==> src/pwc_pkg.sv <==
// Constants, register indices and field layout for the pulse width capture channel
// Contract
// - The start register holds one run bit per channel at bits 5 to 0; 1 runs, 0 stops.
// - Stopping a channel whose pin is an output stops the counter and keeps the pin level.
// - Writing the I/O control register while stopped drives the pin to the new initial level.
// - Control bits 7 to 5 pick the clear source; 001 clears on register A match or capture.
// - Control bits 4 and 3 pick the counting edge; 00 counts falling edges.
// - Control bits 2 to 0 pick the prescaler; 000 counts the peripheral clock divided by one.
// - I/O control bits 3 to 0 set register A mode; 1000 captures rising, 1001 falling edges.
// - Flag A at status bit 0 sets when the counter equals register A in compare mode.
// - In capture mode the counter is copied to register A on the capture edge and flag A set.
// - By software, flag A clears only by reading it as 1 and then writing 0; writing 1 does nothing.
// - Flag A also clears when the DMA unit is started by its interrupt with flag clear enabled.
// - The register A interrupt is high only while enable bit 0 is 1 and flag A is set.
// - Halt bit 0 of module halt control A freezes the timer unit until it is cleared.
// - The counter is 16 bits wide and starts at zero after reset.
package pwc_pkg;
   // Register indices; byte address is four times the index
   localparam logic [23:0] IDX_HALT_CTRL_A = 24'hFFFDC8;
   localparam logic [23:0] IDX_START = 24'hFFFFBC;
   localparam logic [23:0] IDX_CONTROL = 24'hFFFFC0;
   localparam logic [23:0] IDX_IO_CONTROL = 24'hFFFFC2;
   localparam logic [23:0] IDX_INT_ENABLE = 24'hFFFFC4;
   localparam logic [23:0] IDX_EVENT_FLAGS = 24'hFFFFC5;
   localparam logic [23:0] IDX_COUNTER = 24'hFFFFC6;
   localparam logic [23:0] IDX_GENERAL_A = 24'hFFFFC8;
   localparam logic [23:0] IDX_IRQ_STATUS = 24'hFFFFE0;
   localparam logic [23:0] IDX_IRQ_MASK = 24'hFFFFE1;

   // Field positions
   localparam int RUN_BITS = 6;
   localparam int HALT_BIT = 0;
   localparam int CLEAR_MSB = 7;
   localparam int CLEAR_LSB = 5;
   localparam int EDGE_MSB = 4;
   localparam int EDGE_LSB = 3;
   localparam int PSC_MSB = 2;
   localparam int PSC_LSB = 0;
   localparam int MODE_MSB = 3;
   localparam int MODE_CAPTURE_BIT = 3;
   localparam int MODE_INIT_BIT = 2;
   localparam int FLAG_A_BIT = 0;
   localparam int IRQ_EN_A_BIT = 0;
   localparam int IRQ_CAPTURE_BIT = 0;
   localparam int IRQ_COMPARE_BIT = 1;
   localparam int IRQ_BITS = 2;

   // Encodings
   localparam logic [2:0] CLEAR_ON_A = 3'h1;
   localparam logic [1:0] EDGE_FALL = 2'h0;
   localparam logic [1:0] EDGE_RISE = 2'h1;
   localparam logic [2:0] PSC_DIV1 = 3'h0;
   localparam logic [3:0] MODE_CAPT_RISE = 4'h8;
   localparam logic [3:0] MODE_CAPT_FALL = 4'h9;
   localparam logic [1:0] ACT_NONE = 2'h0;
   localparam logic [1:0] ACT_LOW = 2'h1;
   localparam logic [1:0] ACT_HIGH = 2'h2;
   localparam logic [1:0] ACT_TOGGLE = 2'h3;

   // Reset values
   localparam logic [15:0] HALT_RESET = 16'h0000;
   localparam logic [15:0] COUNTER_RESET = 16'h0000;
   localparam logic [7:0] BYTE_RESET = 8'h00;

   function automatic logic [31:0] pwcByteAddr(input logic [23:0] idx);
      return {6'h00, idx, 2'h0};
   endfunction

   // Prescale divisor: 1, 4, 16, 64; reserved codes fall back to 1
   function automatic logic [6:0] pwcDivisor(input logic [2:0] sel);
      logic [6:0] d;
      d = 7'h01;
      if (sel < 3'h4) begin
         d = 7'(7'h01 << (2 * sel));
      end
      return d;
   endfunction
endpackage

==> src/pwc_timing_if.sv <==
// Timing signals shared between the channel core, prescaler and capture detector
interface pwc_timing_if;
   logic running;
   logic halted;
   logic [2:0] prescaleSel;
   logic [1:0] edgeSel;
   logic [3:0] ioMode;
   logic pinIn;
   logic countTick;
   logic captureHit;
   modport core(output running, halted, prescaleSel, edgeSel, ioMode, pinIn,
      input countTick, captureHit);
   modport prescaler(input running, halted, prescaleSel, edgeSel, output countTick);
   modport detect(input halted, ioMode, pinIn, output captureHit);
endinterface

==> src/pwc_channel.sv <==
// Pulse width capture channel 0 with APB registers, flag logic and interrupts
//
// Design decision made here: the APB interface to the registers.
module pwc_channel
   import pwc_pkg::*;
(
   // Clock and reset
   input wire logic clk,
   input wire logic reset_n,
   // APB slave
   input wire logic psel,
   input wire logic penable,
   input wire logic pwrite,
   input wire logic [31:0] paddr,
   input wire logic [31:0] pwdata,
   output logic [31:0] prdata,
   output logic pready,
   output logic pslverr,
   // Capture pin, split into its three signals
   input wire logic capturePinIn,
   output logic capturePinOut,
   output logic capturePinOutEn_n,
   // DMA unit hook
   input wire logic dmaTransferStart,
   input wire logic dmaFlagClearEnable,
   // Interrupts
   output logic registerAIrq,
   output logic irq
);
   pwc_timing_if tim();

   // Registers
   logic [15:0] haltCtrlA;
   logic [RUN_BITS-1:0] runBits;
   logic [7:0] control;
   logic [7:0] ioControl;
   logic [7:0] intEnable;
   logic flagA;
   logic flagArmed;
   logic [15:0] counter;
   logic [15:0] generalA;
   logic [IRQ_BITS-1:0] irqStatus;
   logic [IRQ_BITS-1:0] irqMask;
   logic pinLevel;

   // Bus decode
   logic setupPhase;
   logic writeStrobe;
   logic mapped;
   logic [31:0] next_prdata;

   // Events
   logic compareMode;
   logic outputMode;
   logic matchEvent;
   logic captureEvent;
   logic clearEvent;
   logic dmaClear;
   logic wrStart;
   logic wrControl;
   logic wrIo;
   logic wrFlags;
   logic wrCounter;
   logic wrGeneralA;

   function automatic logic hit(input logic [31:0] addr, input logic [23:0] idx);
      return addr == pwcByteAddr(idx);
   endfunction

   // Carrier hookup
   assign tim.running = runBits[0];
   assign tim.halted = haltCtrlA[HALT_BIT];
   assign tim.prescaleSel = control[PSC_MSB:PSC_LSB];
   assign tim.edgeSel = control[EDGE_MSB:EDGE_LSB];
   assign tim.ioMode = ioControl[MODE_MSB:0];
   assign tim.pinIn = capturePinIn;

   pwc_prescaler #(
      .DIV_W(7)
   ) u_prescaler (
      .clk(clk),
      .reset_n(reset_n),
      .tim(tim.prescaler)
   );

   pwc_capture_edge u_capture (
      .clk(clk),
      .reset_n(reset_n),
      .tim(tim.detect)
   );

   // APB: zero wait states, read data latched in the setup cycle
   assign pready = 1'b1;
   assign setupPhase = psel && !penable;
   assign writeStrobe = psel && penable && pwrite;

   always_comb begin
      mapped = 1'b1;
      next_prdata = 32'h0000_0000;
      if (hit(paddr, IDX_HALT_CTRL_A)) begin
         next_prdata[15:0] = haltCtrlA;
      end else if (hit(paddr, IDX_START)) begin
         next_prdata[RUN_BITS-1:0] = runBits;
      end else if (hit(paddr, IDX_CONTROL)) begin
         next_prdata[7:0] = control;
      end else if (hit(paddr, IDX_IO_CONTROL)) begin
         next_prdata[7:0] = ioControl;
      end else if (hit(paddr, IDX_INT_ENABLE)) begin
         next_prdata[7:0] = intEnable;
      end else if (hit(paddr, IDX_EVENT_FLAGS)) begin
         next_prdata[FLAG_A_BIT] = flagA;
      end else if (hit(paddr, IDX_COUNTER)) begin
         next_prdata[15:0] = counter;
      end else if (hit(paddr, IDX_GENERAL_A)) begin
         next_prdata[15:0] = generalA;
      end else if (hit(paddr, IDX_IRQ_STATUS)) begin
         next_prdata[IRQ_BITS-1:0] = irqStatus;
      end else if (hit(paddr, IDX_IRQ_MASK)) begin
         next_prdata[IRQ_BITS-1:0] = irqMask;
      end else begin
         mapped = 1'b0;
      end
   end

   always_ff @(posedge clk or negedge reset_n) begin
      if (!reset_n) begin
         prdata <= 32'h0000_0000;
         pslverr <= 1'b0;
      end else if (setupPhase) begin
         prdata <= pwrite ? 32'h0000_0000 : next_prdata;
         pslverr <= !mapped;
      end
   end

   assign wrStart = writeStrobe && hit(paddr, IDX_START);
   assign wrControl = writeStrobe && hit(paddr, IDX_CONTROL);
   assign wrIo = writeStrobe && hit(paddr, IDX_IO_CONTROL);
   assign wrFlags = writeStrobe && hit(paddr, IDX_EVENT_FLAGS);
   assign wrCounter = writeStrobe && hit(paddr, IDX_COUNTER);
   assign wrGeneralA = writeStrobe && hit(paddr, IDX_GENERAL_A);

   // Plain configuration registers
   always_ff @(posedge clk or negedge reset_n) begin
      if (!reset_n) begin
         haltCtrlA <= HALT_RESET;
         runBits <= '0;
         control <= BYTE_RESET;
         ioControl <= BYTE_RESET;
         intEnable <= BYTE_RESET;
         irqMask <= '0;
      end else if (writeStrobe) begin
         if (hit(paddr, IDX_HALT_CTRL_A)) begin
            haltCtrlA <= pwdata[15:0];
         end
         if (wrStart) begin
            runBits <= pwdata[RUN_BITS-1:0];
         end
         if (wrControl) begin
            control <= pwdata[7:0];
         end
         if (wrIo) begin
            ioControl <= pwdata[7:0];
         end
         if (hit(paddr, IDX_INT_ENABLE)) begin
            intEnable <= pwdata[7:0];
         end
         if (hit(paddr, IDX_IRQ_MASK)) begin
            irqMask <= pwdata[IRQ_BITS-1:0];
         end
      end
   end

   // Register A events
   assign compareMode = !ioControl[MODE_CAPTURE_BIT];
   assign outputMode = compareMode && (ioControl[1:0] != ACT_NONE);
   assign matchEvent = compareMode && tim.countTick && (counter == generalA);
   assign captureEvent = tim.captureHit;
   assign clearEvent = (control[CLEAR_MSB:CLEAR_LSB] == CLEAR_ON_A)
      && (matchEvent || captureEvent);

   // Counter: software write, then clear, then count
   always_ff @(posedge clk or negedge reset_n) begin
      if (!reset_n) begin
         counter <= COUNTER_RESET;
      end else if (wrCounter) begin
         counter <= pwdata[15:0];
      end else if (clearEvent) begin
         counter <= COUNTER_RESET;
      end else if (tim.countTick) begin
         counter <= counter + 16'h0001;
      end
   end

   // Register A takes the count before any clear
   always_ff @(posedge clk or negedge reset_n) begin
      if (!reset_n) begin
         generalA <= 16'h0000;
      end else if (captureEvent) begin
         generalA <= counter;
      end else if (wrGeneralA) begin
         generalA <= pwdata[15:0];
      end
   end

   // Flag A: armed by a read of 1, cleared by a later write of 0
   assign dmaClear = dmaTransferStart && dmaFlagClearEnable && registerAIrq;

   always_ff @(posedge clk or negedge reset_n) begin
      if (!reset_n) begin
         flagArmed <= 1'b0;
      end else if (wrFlags) begin
         flagArmed <= 1'b0;
      end else if (setupPhase && !pwrite && hit(paddr, IDX_EVENT_FLAGS) && flagA) begin
         flagArmed <= 1'b1;
      end
   end

   always_ff @(posedge clk or negedge reset_n) begin
      if (!reset_n) begin
         flagA <= 1'b0;
      end else if (matchEvent || captureEvent) begin
         flagA <= 1'b1;
      end else if (wrFlags && flagArmed && !pwdata[FLAG_A_BIT]) begin
         flagA <= 1'b0;
      end else if (dmaClear) begin
         flagA <= 1'b0;
      end
   end

   assign registerAIrq = flagA && intEnable[IRQ_EN_A_BIT];

   // Sticky event status, write one to clear, set wins
   always_ff @(posedge clk or negedge reset_n) begin
      if (!reset_n) begin
         irqStatus <= '0;
      end else begin
         for (int i = 0; i < IRQ_BITS; i++) begin
            if ((i == IRQ_CAPTURE_BIT && captureEvent)
                  || (i == IRQ_COMPARE_BIT && matchEvent)) begin
               irqStatus[i] <= 1'b1;
            end else if (writeStrobe && hit(paddr, IDX_IRQ_STATUS) && pwdata[i]) begin
               irqStatus[i] <= 1'b0;
            end
         end
      end
   end

   assign irq = |(irqStatus & irqMask);

   // Pin level: initial level on a stopped write, compare action on match
   always_ff @(posedge clk or negedge reset_n) begin
      if (!reset_n) begin
         pinLevel <= 1'b0;
      end else if (wrIo && !runBits[0]) begin
         pinLevel <= pwdata[MODE_INIT_BIT];
      end else if (matchEvent && outputMode) begin
         if (ioControl[1:0] == ACT_LOW) begin
            pinLevel <= 1'b0;
         end else if (ioControl[1:0] == ACT_HIGH) begin
            pinLevel <= 1'b1;
         end else begin
            pinLevel <= !pinLevel;
         end
      end
   end

   // Stopping leaves pinLevel untouched
   assign capturePinOut = pinLevel;
   assign capturePinOutEn_n = !outputMode;

   a_run_bits_store: assert property (@(posedge clk) disable iff (!reset_n)
      wrStart |=> runBits == $past(pwdata[RUN_BITS-1:0]))
      else $error("run bits not taken from write");

   a_stop_keeps_pin: assert property (@(posedge clk) disable iff (!reset_n)
      $fell(runBits[0]) && !$past(wrIo) |-> $stable(capturePinOut))
      else $error("pin level changed on stop");

   a_init_level: assert property (@(posedge clk) disable iff (!reset_n)
      wrIo && !runBits[0] |=> capturePinOut == $past(pwdata[MODE_INIT_BIT]))
      else $error("initial level not driven");

   a_clear_on_a: assert property (@(posedge clk) disable iff (!reset_n)
      (control[CLEAR_MSB:CLEAR_LSB] == CLEAR_ON_A) && captureEvent && !wrCounter
      |=> counter == 16'h0000)
      else $error("counter not cleared on capture");

   a_div1_counts: assert property (@(posedge clk) disable iff (!reset_n)
      runBits[0] && !tim.halted && control[7:0] == 8'h00 && !wrCounter
      && !wrControl && !clearEvent
      |=> counter == $past(counter) + 16'h0001)
      else $error("divide by one does not count every cycle");

   a_compare_flag: assert property (@(posedge clk) disable iff (!reset_n)
      compareMode && tim.countTick && counter == generalA |=> flagA)
      else $error("compare match did not set flag");

   a_capture_copy: assert property (@(posedge clk) disable iff (!reset_n)
      captureEvent |=> generalA == $past(counter) && flagA)
      else $error("capture value or flag wrong");

   a_flag_write_one: assert property (@(posedge clk) disable iff (!reset_n)
      !flagA && !matchEvent && !captureEvent |=> !flagA)
      else $error("flag set without an event");

   a_flag_needs_read: assert property (@(posedge clk) disable iff (!reset_n)
      flagA && !flagArmed && !dmaClear |=> flagA)
      else $error("flag cleared without a read");

   a_dma_clear: assert property (@(posedge clk) disable iff (!reset_n)
      dmaClear && !matchEvent && !captureEvent |=> !flagA)
      else $error("DMA start did not clear flag");

   a_irq_gate: assert property (@(posedge clk) disable iff (!reset_n)
      !intEnable[IRQ_EN_A_BIT] |-> !registerAIrq)
      else $error("interrupt while disabled");

   a_halt_freeze: assert property (@(posedge clk) disable iff (!reset_n)
      haltCtrlA[HALT_BIT] && !wrCounter |=> $stable(counter))
      else $error("counter moved while halted");

   a_stop_no_count: assert property (@(posedge clk) disable iff (!reset_n)
      !runBits[0] && !wrCounter && !clearEvent |=> $stable(counter))
      else $error("counter moved while stopped");

   a_rise_capture: assert property (@(posedge clk) disable iff (!reset_n)
      ioControl[MODE_MSB:0] == MODE_CAPT_RISE && !haltCtrlA[HALT_BIT]
      && $rose(capturePinIn) |-> captureEvent)
      else $error("rising edge not captured");

   a_fall_capture: assert property (@(posedge clk) disable iff (!reset_n)
      ioControl[MODE_MSB:0] == MODE_CAPT_FALL && !haltCtrlA[HALT_BIT]
      && $fell(capturePinIn) |-> captureEvent)
      else $error("falling edge not captured");

   a_compare_toggle: assert property (@(posedge clk) disable iff (!reset_n)
      matchEvent && ioControl[1:0] == ACT_TOGGLE && !wrIo
      |=> capturePinOut != $past(capturePinOut))
      else $error("pin did not toggle on match");

   a_write_one_kept: assert property (@(posedge clk) disable iff (!reset_n)
      flagA && wrFlags && pwdata[FLAG_A_BIT] && !dmaClear |=> flagA)
      else $error("writing one cleared the flag");

   a_dma_needs_enable: assert property (@(posedge clk) disable iff (!reset_n)
      flagA && !wrFlags && !dmaFlagClearEnable |=> flagA)
      else $error("flag cleared without clear enable");

   a_halt_no_capture: assert property (@(posedge clk) disable iff (!reset_n)
      haltCtrlA[HALT_BIT] |-> !captureEvent)
      else $error("capture while halted");

   a_capture_then_clear: assert property (@(posedge clk) disable iff (!reset_n)
      captureEvent && control[CLEAR_MSB:CLEAR_LSB] == CLEAR_ON_A && !wrCounter
      |=> generalA == $past(counter) && counter == COUNTER_RESET)
      else $error("capture did not take count before clear");
endmodule

==> src/pwc_prescaler.sv <==
// Prescaler and counting edge select giving a one-cycle count enable
module pwc_prescaler
   import pwc_pkg::*;
#(
   parameter int DIV_W = 7
) (
   // Clock and reset
   input wire logic clk,
   input wire logic reset_n,
   // Timing carrier
   pwc_timing_if.prescaler tim
);
   if (DIV_W < 7) begin
      $error("pwc_prescaler: DIV_W too small for divide by 64");
   end

   logic [DIV_W-1:0] phase;
   logic [DIV_W-1:0] divisor;
   logic active;
   logic fallTick;
   logic riseTick;

   assign divisor = DIV_W'(pwcDivisor(tim.prescaleSel));
   assign active = tim.running && !tim.halted;
   // Divided clock falls at the end of its period and rises half way through
   assign fallTick = active && (phase == divisor - DIV_W'(1));
   assign riseTick = active && ((divisor == DIV_W'(1)) ? 1'b1 :
      (phase == (divisor >> 1) - DIV_W'(1)));

   always_ff @(posedge clk or negedge reset_n) begin
      if (!reset_n) begin
         phase <= '0;
      end else if (!active || fallTick) begin
         phase <= '0;
      end else begin
         phase <= phase + DIV_W'(1);
      end
   end

   always_comb begin
      if (tim.edgeSel == EDGE_FALL) begin
         tim.countTick = fallTick;
      end else if (tim.edgeSel == EDGE_RISE) begin
         tim.countTick = riseTick;
      end else begin
         tim.countTick = fallTick || riseTick;
      end
   end
endmodule

==> src/pwc_capture_edge.sv <==
// Edge detector on the capture pin for register A capture modes
module pwc_capture_edge
   import pwc_pkg::*;
(
   // Clock and reset
   input wire logic clk,
   input wire logic reset_n,
   // Timing carrier
   pwc_timing_if.detect tim
);
   logic prevPin;
   logic rise;
   logic fall;

   always_ff @(posedge clk or negedge reset_n) begin
      if (!reset_n) begin
         prevPin <= 1'b0;
      end else begin
         prevPin <= tim.pinIn;
      end
   end

   assign rise = tim.pinIn && !prevPin;
   assign fall = !tim.pinIn && prevPin;

   always_comb begin
      tim.captureHit = 1'b0;
      if (tim.halted) begin
         tim.captureHit = 1'b0;
      end else if (tim.ioMode == MODE_CAPT_RISE) begin
         tim.captureHit = rise;
      end else if (tim.ioMode == MODE_CAPT_FALL) begin
         tim.captureHit = fall;
      end else if (tim.ioMode[MODE_CAPTURE_BIT]) begin
         tim.captureHit = rise || fall;
      end
   end
endmodule

==> config.mk <==
export PLATFORM = sky130hd
export DESIGN_NAME = pwc_channel
export DESIGN_NICKNAME = d
export VERILOG_FILES = /design/src/pwc_pkg.sv /design/src/pwc_timing_if.sv /design/src/pwc_channel.sv /design/src/pwc_prescaler.sv /design/src/pwc_capture_edge.sv
export SDC_FILE = /design/constraint.sdc
export NUM_CORES = 1
export LEC_CHECK = 0
export CAP_MARGIN = 20
export CORE_UTILIZATION = 35
export CTS_CLUSTER_SIZE = 30
export DETAILED_ROUTE_END_ITERATION = 16
export DONT_BUFFER_PORTS = 1
export PLACE_DENSITY = 0.52
export SETUP_SLACK_MARGIN = 0.1
export SYNTH_ARGS = -nofsm -noshare
export SYNTH_HDL_FRONTEND = slang
export SYNTH_SLANG_ARGS = --single-unit
==> constraint.sdc <==
create_clock -name clk -period 4.5 [get_ports clk]
set_clock_uncertainty 0.15 [all_clocks]
set_input_delay 0 -clock clk [delete_from_list [all_inputs] [get_ports clk]]
set_output_delay 0 -clock clk [all_outputs]
set_load 0.05 [all_outputs]
==> run summary <==
Outcome: finished, violations left
Failing checks: design-rule violations, negative hold slack
Delay-heaviest family, CP: simple AND/OR/NAND/NOR gates
Initial antenna violation count: 1
Root Driver: clkbuf_16
Cells after Synth: 697
Vias/cell: 5.71
Layout cell share with drive strength beyond 1: 13.0%
Routed wl met3: 1020 um
ANT nets after route: 0
Initial Utilization: 35.9%
Routed len/inst: 19.9 um
Crit path DAT: 3690 ps
Final Setup Violations: 0
Final WL: 19,000 um
Ys async rst share: 100%
Yosys warns: 0
Post-CTS setup repair buffer count: 0
Vias in the first global route: 5,180
Register area share after synthesis: 42.4%
Fin nets: 795
Minimum clock period: 3600 ps
Fin. Hold Viols: 1
Final Cycle Share: 79.9%
RSZ-0062 raised after global routing: false
Startpoint types: flip-flop
Port Buffers: 0
Remaining Overflow, GRT: 0
IO Count: 110
Crit-path cells: nor3b_2 -> inv_1 -> ha_1 -> maj3_1 -> nor3_1 -> nor3_1 -> a211o_1 -> o21ai_2 -> nand3_4 -> nand2_1 -> a21boi_0 -> o21ai_0
Slew @ Worst Pin: 1030 ps
Synthesized area: 0.00648 mm^2
Metal1 wirelength: 8430 um
First-pass GRT wire length: 30,300 um
Clk Latency, worst-skew pair: 360 ps
Worst Hold Class: in -> reg
Slew headroom: 31.2%
Distinct cell type count after synthesis: 72
Pwr/cell area: 264 mW/mm^2
Placeable Area: 0.0181 mm^2
Worst hold slack: -7.94 ps
Final Slew Violations: 0
Util after Layout: 40.5%
Placer Congestion: 0.859
DR vias: 5,435
Die W: 138 um
Detailed Place HPWL: 13,300 um
DR iter-0 viols: 596
CP max-delay cell: dfrtp_1
Met2 routed WL: 8970 um
Pin count of the biggest net entering global routing: 111
Total GRT Usage: 20.4%
Max Cap Viol: 0
Maximum root-to-sink buffer count: 2
Worst IR Drop VDD: 180 uV
Crit end category: flip-flop
Reg clk slew, reported paths: 80 ps
WS Path Type: reg -> reg
Overall die height: 138 um
Commonest non-fill, non-tap cell in the layout: dfrtp_1
Top routing layer in use: met4
Top FF cell, synth: dfrtp_1
CTS tree: done
Clock sink count: 110
Final TNS setup: 0 ps
P_leak: 3.31 nW
Most frequent cells in the layout: 110 x dfrtp_1, 88 x nand2_1, 51 x nor2_1, 49 x a21oi_1, 47 x mux2_2
H-tree depth: 3
Post-route DRC: 8
CP max stage delay: 620 ps
FMAX: 278 MHz
CP bufs+invs: 1
First-pass DRT Iterations: 13
Req. time, crit path: 4600 ps
Flops & latches, synth: 110
Area Overhead vs Synth: 13.0%
Most frequent CP cell: nor3_1
TritonCTS Buffers: 9
Row Count: 49
Die area: 0.0191 mm^2
Mean post-synth cell area: 9.30 um^2
CP max FO: 14
Post-synth EDFFs: 0
final cells by class:
class	count	area [um^2]
fill	1768	10800
multi-input combinational	527	3410
sequential	110	2750
timing repair buffer	50	505
tap	229	287
clock buffer	9	225
inverter	20	75.1
clock inverter	6	70.1
antenna	1	2.50
synthesized netlist by cell type, types with 2 or more instances:
| library cell | n | share of area [%] |
|---|---|---|
| a2111oi_0 | 3 | 0.41 |
| a21boi_0 | 2 | 0.23 |
| a21oi_1 | 49 | 3.8 |
| a221o_1 | 2 | 0.31 |
| a221oi_1 | 2 | 0.27 |
| a222oi_1 | 5 | 0.77 |
| a22o_1 | 12 | 1.6 |
| a22oi_1 | 14 | 1.6 |
| a31oi_1 | 3 | 0.29 |
| and2_1 | 4 | 0.39 |
| and3_1 | 5 | 0.48 |
| buf_2 | 9 | 0.69 |
| buf_4 | 18 | 2.1 |
| buf_6 | 2 | 0.35 |
| clkbuf_1 | 25 | 1.4 |
| conb_1 | 2 | 0.12 |
| dfrtp_1 | 110 | 42 |
| ha_1 | 5 | 0.96 |
| inv_1 | 20 | 1.2 |
| mux2_2 | 47 | 8.2 |
| mux2i_1 | 18 | 2.8 |
| nand2_1 | 88 | 5.1 |
| nand2b_1 | 8 | 0.77 |
| nand3_1 | 13 | 1.0 |
| nand3b_1 | 3 | 0.35 |
| nand4_1 | 16 | 1.5 |
| nand4b_1 | 5 | 0.68 |
| nor2_1 | 51 | 3.0 |
| nor2b_1 | 9 | 0.87 |
| nor3_1 | 20 | 1.5 |
| nor3_2 | 3 | 0.46 |
| nor4_1 | 6 | 0.58 |
| nor4_2 | 3 | 0.58 |
| o21ai_0 | 42 | 3.2 |
| o21bai_1 | 2 | 0.23 |
| o221ai_1 | 3 | 0.41 |
| o31ai_1 | 6 | 0.69 |
| or3_1 | 3 | 0.29 |
| or4_1 | 2 | 0.23 |
| xnor2_1 | 18 | 2.4 |
| xor2_1 | 8 | 1.1 |
worst min-delay path: stages:
cell     delay (ps)
or3_1           210
nor4_2          100
o21ai_0         140
logic make-up after synthesis:
kind of cell	after synthesis	share of synthesized area (%)
AND/OR/NAND/NOR	255	20.2
AO/OA/AOI/OAI	158	15.8
flip-flops	110	42.4
buffers and inverters	75	5.81
multiplexers	65	10.9
XOR/XNOR	26	3.51
adder cells (fa/ha/maj)	6	1.12
other	2	0.116
timing repair:
action | 4_1_cts | 5_1_grt
resized for setup | 0 | 0
hold buffers | 36 | 2
hold endpoints to repair | 213 | 1
power by group:
group | switching (mW) | internal [mW]
logic | 0.0907 | 0.0344
clock network | 0.383 | 0.434
registers | 0.00489 | 0.989
path summary, 6_finish.rpt:
| kind | to | startpoint | cells past startpoint | slack [ps] |
|---|---|---|---|---|
| max in group asynchronous | prdata[14]$_DFFE_PN0P_ | reset_n | 2 | 3650 |
| hold / removal | ioControl[1]$_DFFE_PN0P_ | paddr[7] | 3 | -8 |
| setup / recovery | counter[15]$_DFFE_PN0P_ | control[0]$_DFFE_PN0P_ | 12 | 900 |
| hold reg to reg | haltCtrlA[3]$_DFFE_PN0P_ | haltCtrlA[3]$_DFFE_PN0P_ | 1 | 350 |
| setup reg to reg | counter[15]$_DFFE_PN0P_ | control[0]$_DFFE_PN0P_ | 12 | 900 |
| min in group asynchronous | prdata[1]$_DFFE_PN0P_ | reset_n | 2 | 80 |
state kept, by name (all words and copies together), names as in the netlist:
register           flops
counter               16
generalA              16
haltCtrlA             16
prdata                16
control                8
intEnable              8
ioControl              8
u_prescaler.phase      7
runBits                6
irqMask                2
irqStatus              2
capturePinOut          1
flagA                  1
flagArmed              1
pslverr                1
u_capture.prevPin      1
metal layers:
metal	global-route usage, %	up-vias
met3	3.36	36
met5	0	-
met2	32.3	199
li1	-	2516
met1	27.9	2684
met4	7.92	0
metrics by stage:
stage,setup WS [ps],cell area (um^2),std cells,hold WS (ps),power (mW)
after floorplan,1580,6540,712,-446,1.08
after global placement,1020,6590,895,-439,1.08
after detailed placement,874,6590,895,-439,1.08
after CTS,872,7270,946,5.69,1.95
after global routing,570,7330,951,34.2,2.01
final,904,7330,952,-7.94,1.94
Power figures use the tool's default switching activity.
